==> src/cb_cfg.svh <==
// offsets, field positions, reset values and masks of the core register bank
// assumes it is included by bare name into every file that decodes registers
`ifndef CB_CFG_SVH
`define CB_CFG_SVH

// ************************************************************
// register offsets (byte address on the bus is four times these)
// ************************************************************
`define CB_A_IND_PORT   8'h80
`define CB_A_OPTION     8'h81
`define CB_A_PC_LOW     8'h82
`define CB_A_FLAGS      8'h83
`define CB_A_POINTER    8'h84
`define CB_A_DIR_A      8'h85
`define CB_A_DIR_B      8'h86
`define CB_A_PC_HIGH    8'h8A
`define CB_A_INT_CTRL   8'h8B
`define CB_A_IRQ_EN1    8'h8C
`define CB_A_PWR_FLAGS  8'h8E
`define CB_A_T2_PERIOD  8'h92
`define CB_A_ADC_CFG1   8'h9F

// ************************************************************
// general purpose memory windows
// ************************************************************
`define CB_GPR0_LO      7'h20
`define CB_SHARED_LO    8'hF0
`define CB_GPR1_LO      8'hA0
`define CB_GPR1_HI      8'hBF
`define CB_GPR1_BASE    7'h60

// ************************************************************
// implemented-bit masks and reset values
// ************************************************************
`define CB_M_DIR_A      8'h1F
`define CB_M_PC_HIGH    8'h1F
`define CB_M_IRQ_EN1    8'h47
`define CB_M_PWR_FLAGS  8'h03
`define CB_M_ADC_CFG1   8'h07
`define CB_R_ALL_ONES   8'hFF
`define CB_R_ZERO       8'h00
`define CB_R_FLAGS_PWR  8'h18
`define CB_PWR_POR_BIT  1
`define CB_PWR_BOR_BIT  0

// ************************************************************
// core flag bit positions
// ************************************************************
`define CB_ST_CARRY     0
`define CB_ST_NIBBLE    1
`define CB_ST_ZERO      2
`define CB_ST_SLEEP     3
`define CB_ST_TIMEOUT   4
`define CB_ST_BANK      5

`define CB_RESP_OKAY    2'h0

`endif

==> src/cb_pkg.sv <==
// types shared by the core register bank modules
// assumes nothing beyond a SystemVerilog compiler
package cb_pkg;
    typedef logic [7:0] cb_byte_t;
    typedef enum logic [1:0] {
        CB_RST_NONE,
        CB_RST_OTHER,
        CB_RST_POWER
    } cb_rst_kind_t;
endpackage

==> src/cb_gpr.sv <==
// general purpose data memory held in flip-flops
// assumes one write and one combinational read port, indices in range
`timescale 1ns/1ps
`default_nettype none
module cb_gpr
    import cb_pkg::*;
#(
    parameter int DEPTH = 128,
    parameter int IDX_W = 7
) (
    // clock
    input  wire logic             aclk,
    // write port
    input  wire logic             we,
    input  wire logic [IDX_W-1:0] wr_idx,
    input  wire cb_byte_t         wr_data,
    // read port
    input  wire logic [IDX_W-1:0] rd_idx,
    output cb_byte_t              rd_data
);
    initial begin
        if (DEPTH > (1 << IDX_W) || DEPTH < 1) begin
            $error("cb_gpr: depth does not fit the index width");
        end
    end

    cb_byte_t mem [DEPTH];

    // no reset: power-up contents are undefined, as in ordinary data memory
    always_ff @(posedge aclk) begin
        if (we) begin
            mem[wr_idx] <= wr_data;
        end
    end

    assign rd_data = mem[rd_idx];
endmodule
`default_nettype wire

==> src/cb_flags.sv <==
// core flag register: arithmetic flags, timeout and sleep flags, bank bits
// assumes event inputs are synchronous single-cycle pulses from the core
`timescale 1ns/1ps
`default_nettype none
`include "cb_cfg.svh"
module cb_flags
    import cb_pkg::*;
(
    // clock and reset kind
    input  wire logic         aclk,
    input  wire cb_rst_kind_t rst_kind,
    input  wire logic         rst_wdt,
    // software write
    input  wire logic         wr_en,
    input  wire cb_byte_t     wr_data,
    // arithmetic results
    input  wire logic         alu_zero_we,
    input  wire logic         alu_zero,
    input  wire logic         alu_nibble_we,
    input  wire logic         alu_nibble_carry,
    input  wire logic         alu_carry_we,
    input  wire logic         alu_carry,
    input  wire logic         alu_sub,
    // power events
    input  wire logic         wdt_clear,
    input  wire logic         sleep_enter,
    // state
    output cb_byte_t          flags
);
    logic       alu_any;
    logic [7:5] bank_bits;
    logic       timeout_flag;
    logic       sleep_flag;
    logic [2:0] arith_bits;

    assign alu_any = alu_zero_we | alu_nibble_we | alu_carry_we;
    // one process owns each field, so no bit of the image has two drivers
    assign flags   = {bank_bits, timeout_flag, sleep_flag, arith_bits};

    // ************************************************************
    // bank and reserved bits, software writable
    // ************************************************************
    always_ff @(posedge aclk) begin
        if (rst_kind != CB_RST_NONE) begin
            bank_bits <= 3'h0;
        end else if (wr_en) begin
            bank_bits <= wr_data[7:5];
        end
    end

    // ************************************************************
    // timeout and sleep flags: no software path reaches them
    // ************************************************************
    always_ff @(posedge aclk) begin
        if (rst_kind == CB_RST_POWER) begin
            timeout_flag <= 1'b1;
            sleep_flag   <= 1'b1;
        end else if (rst_wdt) begin
            timeout_flag <= 1'b0;
        end else if (wdt_clear) begin
            timeout_flag <= 1'b1;
            sleep_flag   <= 1'b1;
        end else if (sleep_enter) begin
            timeout_flag <= 1'b1;
            sleep_flag   <= 1'b0;
        end
    end

    // ************************************************************
    // arithmetic flags: flag logic beats a software write
    // ************************************************************
    always_ff @(posedge aclk) begin
        if (alu_any) begin
            if (alu_zero_we) begin
                arith_bits[`CB_ST_ZERO] <= alu_zero;
            end
            if (alu_nibble_we) begin
                arith_bits[`CB_ST_NIBBLE] <= alu_nibble_carry ^ alu_sub;
            end
            if (alu_carry_we) begin
                arith_bits[`CB_ST_CARRY] <= alu_carry ^ alu_sub;
            end
        end else if (wr_en) begin
            arith_bits <= wr_data[2:0];
        end
    end
endmodule
`default_nettype wire

==> src/cb_bank.sv <==
// core register bank of a small 8-bit controller, reached over AXI4-Lite
// assumes core event inputs are synchronous to aclk and one cycle long
// Summary of operation
// - pointer, pc low, flags, pc high latch, interrupt control mirrored in both banks
// - pc upper byte not readable; latch supplies pc bits 12:8 on pc load
// - pin reset and watchdog reset are other resets, unlike power and brown-out
// - every reset sets all port direction bits to one
// - unimplemented addresses and bits read back as zero
// - flag logic result beats a software write of zero, nibble and carry flags
// - timeout and sleep flags ignore software writes
// - clearing the flag register zeroes its upper three bits and the zero flag
// - carry and nibble flags are inverted borrows during subtraction
// - flag layout: arithmetic 2:0, timeout 4, sleep 3 set at power reset, bank 5
// - power or brown-out reset loads option and period with ones, pc low zero
// - bank bit picks the upper or lower half for direct addressing
//
// The implementer's own choice: the AXI4-Lite slave port.
`timescale 1ns/1ps
`default_nettype none
`include "cb_cfg.svh"
module cb_bank
    import cb_pkg::*;
#(
    parameter int ADDR_W    = 10,
    parameter int GPR_DEPTH = 128
) (
    // clock and bus reset
    input  wire logic              aclk,
    input  wire logic              aresetn,
    // write address channel
    input  wire logic [ADDR_W-1:0] s_axi_awaddr,
    input  wire logic              s_axi_awvalid,
    output logic                   s_axi_awready,
    // write data channel
    input  wire logic [31:0]       s_axi_wdata,
    input  wire logic [3:0]        s_axi_wstrb,
    input  wire logic              s_axi_wvalid,
    output logic                   s_axi_wready,
    // write response channel
    output logic [1:0]             s_axi_bresp,
    output logic                   s_axi_bvalid,
    input  wire logic              s_axi_bready,
    // read address channel
    input  wire logic [ADDR_W-1:0] s_axi_araddr,
    input  wire logic              s_axi_arvalid,
    output logic                   s_axi_arready,
    // read data channel
    output logic [31:0]            s_axi_rdata,
    output logic [1:0]             s_axi_rresp,
    output logic                   s_axi_rvalid,
    input  wire logic              s_axi_rready,
    // reset sources
    input  wire logic              power_on_pulse,
    input  wire logic              brown_out_pulse,
    input  wire logic              external_reset_pin,
    input  wire logic              wdt_timeout,
    // flag logic from the instruction datapath
    input  wire logic              alu_zero_we,
    input  wire logic              alu_zero,
    input  wire logic              alu_nibble_we,
    input  wire logic              alu_nibble_carry,
    input  wire logic              alu_carry_we,
    input  wire logic              alu_carry,
    input  wire logic              alu_sub,
    input  wire logic              wdt_clear,
    input  wire logic              sleep_enter,
    // register contents to the core and peripherals
    output logic [12:0]            pc_value,
    output logic                   pc_load,
    output cb_byte_t               core_flags,
    output cb_byte_t               option_config,
    output logic [4:0]             port_a_direction,
    output cb_byte_t               port_b_direction,
    output cb_byte_t               interrupt_control,
    output cb_byte_t               peripheral_irq_enable_1,
    output logic [1:0]             power_reset_flags,
    output cb_byte_t               timer2_period,
    output logic [2:0]             adc_config_1
);
    initial begin
        if (ADDR_W < 10) begin
            $error("cb_bank: address width too small for the register map");
        end
        if (GPR_DEPTH != 128) begin
            $error("cb_bank: data memory map needs exactly 128 locations");
        end
    end

    // ************************************************************
    // address decode helpers
    // ************************************************************
    function automatic logic is_core(input logic [6:0] low);
        logic [7:0] a;
        a = {1'b1, low};
        return a == `CB_A_IND_PORT || a == `CB_A_PC_LOW || a == `CB_A_FLAGS
            || a == `CB_A_POINTER || a == `CB_A_PC_HIGH || a == `CB_A_INT_CTRL;
    endfunction

    // returns {valid, absolute address}; indirect port is chased once
    function automatic logic [8:0] resolve(input logic [7:0] idx, input logic bank,
                                           input cb_byte_t ptr);
        logic [7:0] a;
        a = idx[7] ? idx : {bank, idx[6:0]};
        if (is_core(a[6:0])) begin
            a[7] = 1'b1;
        end
        if (a == `CB_A_IND_PORT) begin
            a = ptr;
            if (is_core(a[6:0])) begin
                a[7] = 1'b1;
            end
        end
        // pointing the pointer at the port itself reaches nothing
        return {a != `CB_A_IND_PORT, a};
    endfunction

    // returns {hit, index} into general purpose memory
    function automatic logic [7:0] gpr_index(input logic [7:0] a);
        if ((!a[7] || a >= `CB_SHARED_LO) && a[6:0] >= `CB_GPR0_LO) begin
            return {1'b1, a[6:0] - `CB_GPR0_LO};
        end
        if (a >= `CB_GPR1_LO && a <= `CB_GPR1_HI) begin
            return {1'b1, 7'(a - `CB_GPR1_LO + {1'b0, `CB_GPR1_BASE})};
        end
        return 8'h00;
    endfunction

    // ************************************************************
    // reset kinds
    // ************************************************************
    cb_rst_kind_t rst_kind;
    always_comb begin
        if (!aresetn || power_on_pulse || brown_out_pulse) begin
            rst_kind = CB_RST_POWER;
        end else if (external_reset_pin || wdt_timeout) begin
            rst_kind = CB_RST_OTHER;
        end else begin
            rst_kind = CB_RST_NONE;
        end
    end

    // ************************************************************
    // write channel capture
    // ************************************************************
    logic              aw_full;
    logic              w_full;
    logic [ADDR_W-1:0] aw_addr;
    logic [31:0]       w_data;
    logic [3:0]        w_strb;
    logic              commit;

    assign s_axi_awready = !aw_full;
    assign s_axi_wready  = !w_full;
    assign commit        = aw_full && w_full && !s_axi_bvalid;

    always_ff @(posedge aclk) begin
        if (!aresetn) begin
            aw_full <= 1'b0;
            aw_addr <= '0;
        end else if (s_axi_awvalid && !aw_full) begin
            aw_full <= 1'b1;
            aw_addr <= s_axi_awaddr;
        end else if (commit) begin
            aw_full <= 1'b0;
        end
    end

    always_ff @(posedge aclk) begin
        if (!aresetn) begin
            w_full <= 1'b0;
            w_data <= '0;
            w_strb <= '0;
        end else if (s_axi_wvalid && !w_full) begin
            w_full <= 1'b1;
            w_data <= s_axi_wdata;
            w_strb <= s_axi_wstrb;
        end else if (commit) begin
            w_full <= 1'b0;
        end
    end

    always_ff @(posedge aclk) begin
        if (!aresetn) begin
            s_axi_bvalid <= 1'b0;
        end else if (commit) begin
            s_axi_bvalid <= 1'b1;
        end else if (s_axi_bready) begin
            s_axi_bvalid <= 1'b0;
        end
    end
    // unmapped writes are dropped silently, so every answer is OKAY
    assign s_axi_bresp = `CB_RESP_OKAY;

    // ************************************************************
    // write target
    // ************************************************************
    cb_byte_t   pointer;
    logic [8:0] wr_res;
    logic [7:0] wr_gpr;
    logic       wr_ok;
    cb_byte_t   wr_byte;

    assign wr_res  = resolve(aw_addr[9:2], core_flags[`CB_ST_BANK], pointer);
    assign wr_gpr  = gpr_index(wr_res[7:0]);
    assign wr_ok   = commit && w_strb[0] && wr_res[8];
    assign wr_byte = w_data[7:0];

    function automatic logic wr_hit(input logic ok, input logic [7:0] a,
                                    input logic [7:0] target);
        return ok && a == target;
    endfunction

    // ************************************************************
    // program counter and its high latch
    // ************************************************************
    logic [4:0] pc_high_latch;

    always_ff @(posedge aclk) begin
        if (rst_kind != CB_RST_NONE) begin
            pc_high_latch <= '0;
        end else if (wr_hit(wr_ok, wr_res[7:0], `CB_A_PC_HIGH)) begin
            pc_high_latch <= wr_byte[4:0];
        end
    end

    always_ff @(posedge aclk) begin
        if (rst_kind != CB_RST_NONE) begin
            pc_value <= '0;
            pc_load  <= 1'b0;
        end else if (wr_hit(wr_ok, wr_res[7:0], `CB_A_PC_LOW)) begin
            pc_value <= {pc_high_latch, wr_byte};
            pc_load  <= 1'b1;
        end else begin
            pc_load  <= 1'b0;
        end
    end

    // ************************************************************
    // plain control registers
    // ************************************************************
    always_ff @(posedge aclk) begin
        if (rst_kind != CB_RST_NONE) begin
            port_a_direction <= 5'(`CB_M_DIR_A);
            port_b_direction <= `CB_R_ALL_ONES;
        end else begin
            if (wr_hit(wr_ok, wr_res[7:0], `CB_A_DIR_A)) begin
                port_a_direction <= wr_byte[4:0];
            end
            if (wr_hit(wr_ok, wr_res[7:0], `CB_A_DIR_B)) begin
                port_b_direction <= wr_byte;
            end
        end
    end

    // other resets leave option and period untouched
    always_ff @(posedge aclk) begin
        if (rst_kind == CB_RST_POWER) begin
            option_config <= `CB_R_ALL_ONES;
            timer2_period <= `CB_R_ALL_ONES;
        end else begin
            if (wr_hit(wr_ok, wr_res[7:0], `CB_A_OPTION)) begin
                option_config <= wr_byte;
            end
            if (wr_hit(wr_ok, wr_res[7:0], `CB_A_T2_PERIOD)) begin
                timer2_period <= wr_byte;
            end
        end
    end

    always_ff @(posedge aclk) begin
        if (rst_kind != CB_RST_NONE) begin
            interrupt_control       <= `CB_R_ZERO;
            peripheral_irq_enable_1 <= `CB_R_ZERO;
            adc_config_1            <= '0;
        end else begin
            if (wr_hit(wr_ok, wr_res[7:0], `CB_A_INT_CTRL)) begin
                interrupt_control <= wr_byte;
            end
            if (wr_hit(wr_ok, wr_res[7:0], `CB_A_IRQ_EN1)) begin
                peripheral_irq_enable_1 <= wr_byte & `CB_M_IRQ_EN1;
            end
            if (wr_hit(wr_ok, wr_res[7:0], `CB_A_ADC_CFG1)) begin
                adc_config_1 <= wr_byte[2:0];
            end
        end
    end

    // pointer has no defined reset value; cleared on power-up for determinism
    always_ff @(posedge aclk) begin
        if (rst_kind == CB_RST_POWER) begin
            pointer <= `CB_R_ZERO;
        end else if (wr_hit(wr_ok, wr_res[7:0], `CB_A_POINTER)) begin
            pointer <= wr_byte;
        end
    end

    // hardware clearing of a power flag wins over a software set
    always_ff @(posedge aclk) begin
        if (!aresetn || power_on_pulse) begin
            power_reset_flags <= '0;
        end else if (brown_out_pulse) begin
            power_reset_flags[`CB_PWR_BOR_BIT] <= 1'b0;
        end else if (wr_hit(wr_ok, wr_res[7:0], `CB_A_PWR_FLAGS)) begin
            power_reset_flags <= wr_byte[1:0];
        end
    end

    // ************************************************************
    // core flags and data memory
    // ************************************************************
    cb_flags u_flags (
        .aclk             (aclk),
        .rst_kind         (rst_kind),
        .rst_wdt          (wdt_timeout),
        .wr_en            (wr_hit(wr_ok, wr_res[7:0], `CB_A_FLAGS)),
        .wr_data          (wr_byte),
        .alu_zero_we      (alu_zero_we),
        .alu_zero         (alu_zero),
        .alu_nibble_we    (alu_nibble_we),
        .alu_nibble_carry (alu_nibble_carry),
        .alu_carry_we     (alu_carry_we),
        .alu_carry        (alu_carry),
        .alu_sub          (alu_sub),
        .wdt_clear        (wdt_clear),
        .sleep_enter      (sleep_enter),
        .flags            (core_flags)
    );

    logic [8:0] rd_res;
    logic [7:0] rd_gpr;
    cb_byte_t   gpr_rd_data;

    cb_gpr #(
        .DEPTH (GPR_DEPTH),
        .IDX_W (7)
    ) u_gpr (
        .aclk    (aclk),
        .we      (wr_ok && wr_gpr[7]),
        .wr_idx  (wr_gpr[6:0]),
        .wr_data (wr_byte),
        .rd_idx  (rd_gpr[6:0]),
        .rd_data (gpr_rd_data)
    );

    // ************************************************************
    // read path
    // ************************************************************
    assign rd_res = resolve(s_axi_araddr[9:2], core_flags[`CB_ST_BANK], pointer);
    assign rd_gpr = gpr_index(rd_res[7:0]);

    cb_byte_t rd_byte;
    always_comb begin
        rd_byte = `CB_R_ZERO;
        if (rd_gpr[7]) begin
            rd_byte = gpr_rd_data;
        end else if (rd_res[8]) begin
            unique case (rd_res[7:0])
                `CB_A_OPTION:    rd_byte = option_config;
                `CB_A_PC_LOW:    rd_byte = pc_value[7:0];
                `CB_A_FLAGS:     rd_byte = core_flags;
                `CB_A_POINTER:   rd_byte = pointer;
                `CB_A_DIR_A:     rd_byte = {3'h0, port_a_direction};
                `CB_A_DIR_B:     rd_byte = port_b_direction;
                `CB_A_PC_HIGH:   rd_byte = {3'h0, pc_high_latch};
                `CB_A_INT_CTRL:  rd_byte = interrupt_control;
                `CB_A_IRQ_EN1:   rd_byte = peripheral_irq_enable_1;
                `CB_A_PWR_FLAGS: rd_byte = {6'h00, power_reset_flags};
                `CB_A_T2_PERIOD: rd_byte = timer2_period;
                `CB_A_ADC_CFG1:  rd_byte = {5'h00, adc_config_1};
                default:         rd_byte = `CB_R_ZERO;
            endcase
        end
    end

    assign s_axi_arready = !s_axi_rvalid;
    assign s_axi_rresp   = `CB_RESP_OKAY;

    always_ff @(posedge aclk) begin
        if (!aresetn) begin
            s_axi_rvalid <= 1'b0;
            s_axi_rdata  <= '0;
        end else if (s_axi_arvalid && !s_axi_rvalid) begin
            s_axi_rvalid <= 1'b1;
            s_axi_rdata  <= {24'h000000, rd_byte};
        end else if (s_axi_rready) begin
            s_axi_rvalid <= 1'b0;
        end
    end
endmodule
`default_nettype wire

==> config.mk <==
export PLATFORM = sky130hd
export DESIGN_NAME = cb_bank
export DESIGN_NICKNAME = d
export VERILOG_FILES = /design/src/cb_pkg.sv /design/src/cb_gpr.sv /design/src/cb_flags.sv /design/src/cb_bank.sv
export VERILOG_INCLUDE_DIRS = /design/src
export SDC_FILE = /design/constraint.sdc
export NUM_CORES = 2
export LEC_CHECK = 0
export BUFFER_PORTS_ARGS = -buffer_cell sky130_fd_sc_hd__buf_2
export CORE_UTILIZATION = 50
export DETAILED_ROUTE_END_ITERATION = 6
export PLACE_DENSITY = 0.78
export SYNTH_ARGS = -nofsm -noshare
export SYNTH_HDL_FRONTEND = slang
export SYNTH_SLANG_ARGS = --single-unit
==> constraint.sdc <==
create_clock -name aclk -period 3.35 [get_ports aclk]
set_input_delay 0.335 -clock aclk [delete_from_list [all_inputs] [get_ports aclk]]
set_output_delay 0.335 -clock aclk [all_outputs]
set_load 0.005 [all_outputs]
==> impl_results.md <==
- Total grt overflow: 0
- FP Rows: approximately 110
- Number of nets in the layout: approximately 4200
- Synth-to-Final Area Change: 22.8%
- RSZ-0062 raised after global routing: yes
- # DRC: 5
- Worst vdd ir: ~0.00042 V
- Share of layout cells above drive strength 1: a little under a quarter
- Avg Vias per Cell: roughly 6.5
- Ys async rst share: 0%
- Tcrit/Tclk final: between 90% and 100%
- Sequential share of power: 50.7%
- Clock Root Buffer: clkbuf_16
- Routability cong.: around 1.0
- Crit path DAT: 3890 ps
- Chip width: between 300 and 400 microns
- Min Hold Slack: between 60 and 70 ps
- Util after Layout: slightly above 60%
- Switch share: 23.8%
- Fin. max-slew vios: 0
- Synth unique cells: 85
- Yosys warns: 0
- Final Critical Period: 3330 ps
- DR iter-0 viols: roughly 6000
- Final Non-Filler Cells: 5414
- Register area share after synthesis: 71.4%
- Final WL: 159000 microns
- # Max-Cap Violations: 0
- I/O Buffers: ~130
- TritonCTS clock tree: done
- Core Region: just over 90000 sq um
- Post-DP HPWL: roughly 100000 microns
- Routed Antenna Nets: 0
- Clk network pwr share: around two fifths
- Status: finished, violations left
- Clock Latency Late Sink: between 700 and 800 ps
- Clock Tree Buf Depth: 3
- Largest net degree at the start of global routing: between 100 and 150
- Syn avg cell area: about 13 sq um
- Die footprint: between 90000 and 100000 sq um
- Commonest non-fill, non-tap cell in the layout: edfxtp_1
- Vias in the first global route: 33400
- Hold Crit Class: primary input to register
- Initial antenna violation count: 6
- DR vias: about 35000
- Psw: 7.33 mW
- Mapped Cells: about 3500
- Startpoint Class: register
- First-pass GRT wire length: between 200000 and 250000 microns
- Num CTS Buffers: between 100 and 150
- Tot Pwr: 30.8 mW
- Power Internal: between 20 and 25 mW
- CTS Sinks: approximately 1100
- Power Density: 543 nW/um^2
- I/O pins: ~190
- Main flop type after synthesis: edfxtp_1
- Fmax: ~300 MHz
- Largest fanout on the critical path: 15
- H-tree levels: 3
- WL per Instance: 29.4 microns
- Layout fillers: 6428
- Hold Fails Final Rpt: 0
- Final Skew: roughly 40 ps
- Worst Path Required: 3910 ps
- CTS clk-pin slew, worst paths: ~60 ps
- CP endpoint kind: register
- Flops & latches, synth: approximately 1100
- Cell Area, Synth: roughly 46000 sq um
- Failing checks: DRC
- Leak: roughly 21 nW
- WS Path Type: register to register
- All-Layer GR Usage: about a third
- Initial Utilization: 50.4%
- Placed Instances: around 5200
- Setup-failing EPs final: 0
- Commonest cells after routing, fill and taps aside: edfxtp_1, nand2_1, buf_4
- Die Height: about 310 microns
- Combinational Power Share: 8.9%
- Worst Max-Slew Pin Slew: between 1000 and 1500 ps
- EDFF count, synth: 1027
- Rel. slew slack: between 20% and 30%
- Drt pass-1 iters: 7
synth_stat cells (all sizes together), types with 27 or more instances:
cell type | instances | area, sq um
a21oi | 158 | 817
a31oi | 108 | 691
and3 | 27 | 169
buf | 182 | 1000
clkbuf | 81 | 305
dfxtp | 107 | 2140
edfxtp | 1027 | 30800
mux2i | 126 | 1260
nand2 | 568 | 2140
nand3 | 110 | 551
nor2 | 357 | 1360
nor3 | 31 | 181
o211ai | 68 | 510
o21ai | 138 | 724
o221ai | 40 | 350
o22ai | 56 | 350
flip-flops by register name, summed over array words and instances, names as in the netlist, 8 cells and up:
signal	cells
aw_addr	8
interrupt_control	8
option_config	8
pc_value	13
pointer	8
port_b_direction	8
s_axi_rdata	8
timer2_period	8
u_gpr.mem	1024
w_data	8
routing by layer:
| layer | vias up | GRT usage [%] | wire (microns) |
|---|---|---|---|
| met5 | - | 0 | 27 |
| met4 | 4 | 18.7 | 9840 |
| met3 | 549 | 9.10 | 22700 |
| met2 | 3187 | 51.3 | 71600 |
| met1 | 16900 | 42.9 | 55100 |
| li1 | 14500 | - | - |
metrics by stage:
step                      TNS, ps  cell area, sq um  worst slack (ps)
final                           0             56700              18.9
after global routing         -149             56700             -8.86
after CTS                   -3110             56400             -74.2
after detailed placement    -5720             52400              -335
after global placement      -1950             52400              -338
after floorplan                 0             46300              73.8
path summary, 6_finish.rpt:
kind / depth (start not counted) / slack, ps / end / startpoint
worst max-delay path: 11 / 20 / s_axi_rdata[0] / pointer[3]
worst min-delay path: 3 / 60 / u_flags.arith_bits[1] / alu_nibble_carry
worst min register to register: 2 / 500 / pc_value[8] / pc_value[8]
worst max register to register: 11 / 20 / s_axi_rdata[0] / pointer[3]
power groups by stage:
stage / combinational, mW / sequential [mW] / clock, mW
after global routing: 2.81 / 15.6 / 12.9
after global placement: 2.50 / 15.9 / 0
after CTS: 2.59 / 15.6 / 12.4
after detailed placement: 2.53 / 15.9 / 0
after floorplan: 1.10 / 15.9 / 0
final: 2.75 / 15.6 / 12.4
final cells by class:
type	count	area (sq um)	area share, %
Multi-Input combinational cell	2144	12400	21.8
Clock buffer	121	2760	4.87
Inverter	12	45.0	0.0794
Timing Repair Buffer	738	6200	10.9
Sequential cell	1134	33000	58.2
Clock inverter	78	840	1.48
Tap cell	1186	1480	2.62
Antenna cell	1	2.50	0.00441
worst max-delay path, cell delays in order, from the launching register on:
cell      delay (ps)
dfxtp_1          320
buf_4            160
nor4b_1          150
a21o_1           230
buf_12           170
nor2_1           740
nand2_1          400
a21oi_1          240
o22a_1           270
a211oi_1         100
nor4b_1          310
a211oi_1          80
kinds of logic after synthesis:
| logic type | count (synthesis) | share of synthesized area [%] |
|---|---|---|
| AO/OA/AOI/OAI | 796 | 11.8 |
| XOR/XNOR | 2 | 0.0379 |
| adder cells (fa/ha/maj) | 2 | 0.0542 |
| other | 1 | 0.00812 |
| AND/OR/NAND/NOR | 1174 | 10.7 |
| flip-flops | 1134 | 71.4 |
| buffers and inverters | 275 | 2.92 |
| multiplexers | 138 | 3.07 |
timing repair:
item	CTS	global route
hold buffers	35	0
setup buffers	0	6
pin swaps	0	12
endpoints found under the hold margin	28	0
gates resized for setup	11	63
endpoints found under the setup margin	132	881
Power figures use the tool's default switching activity.
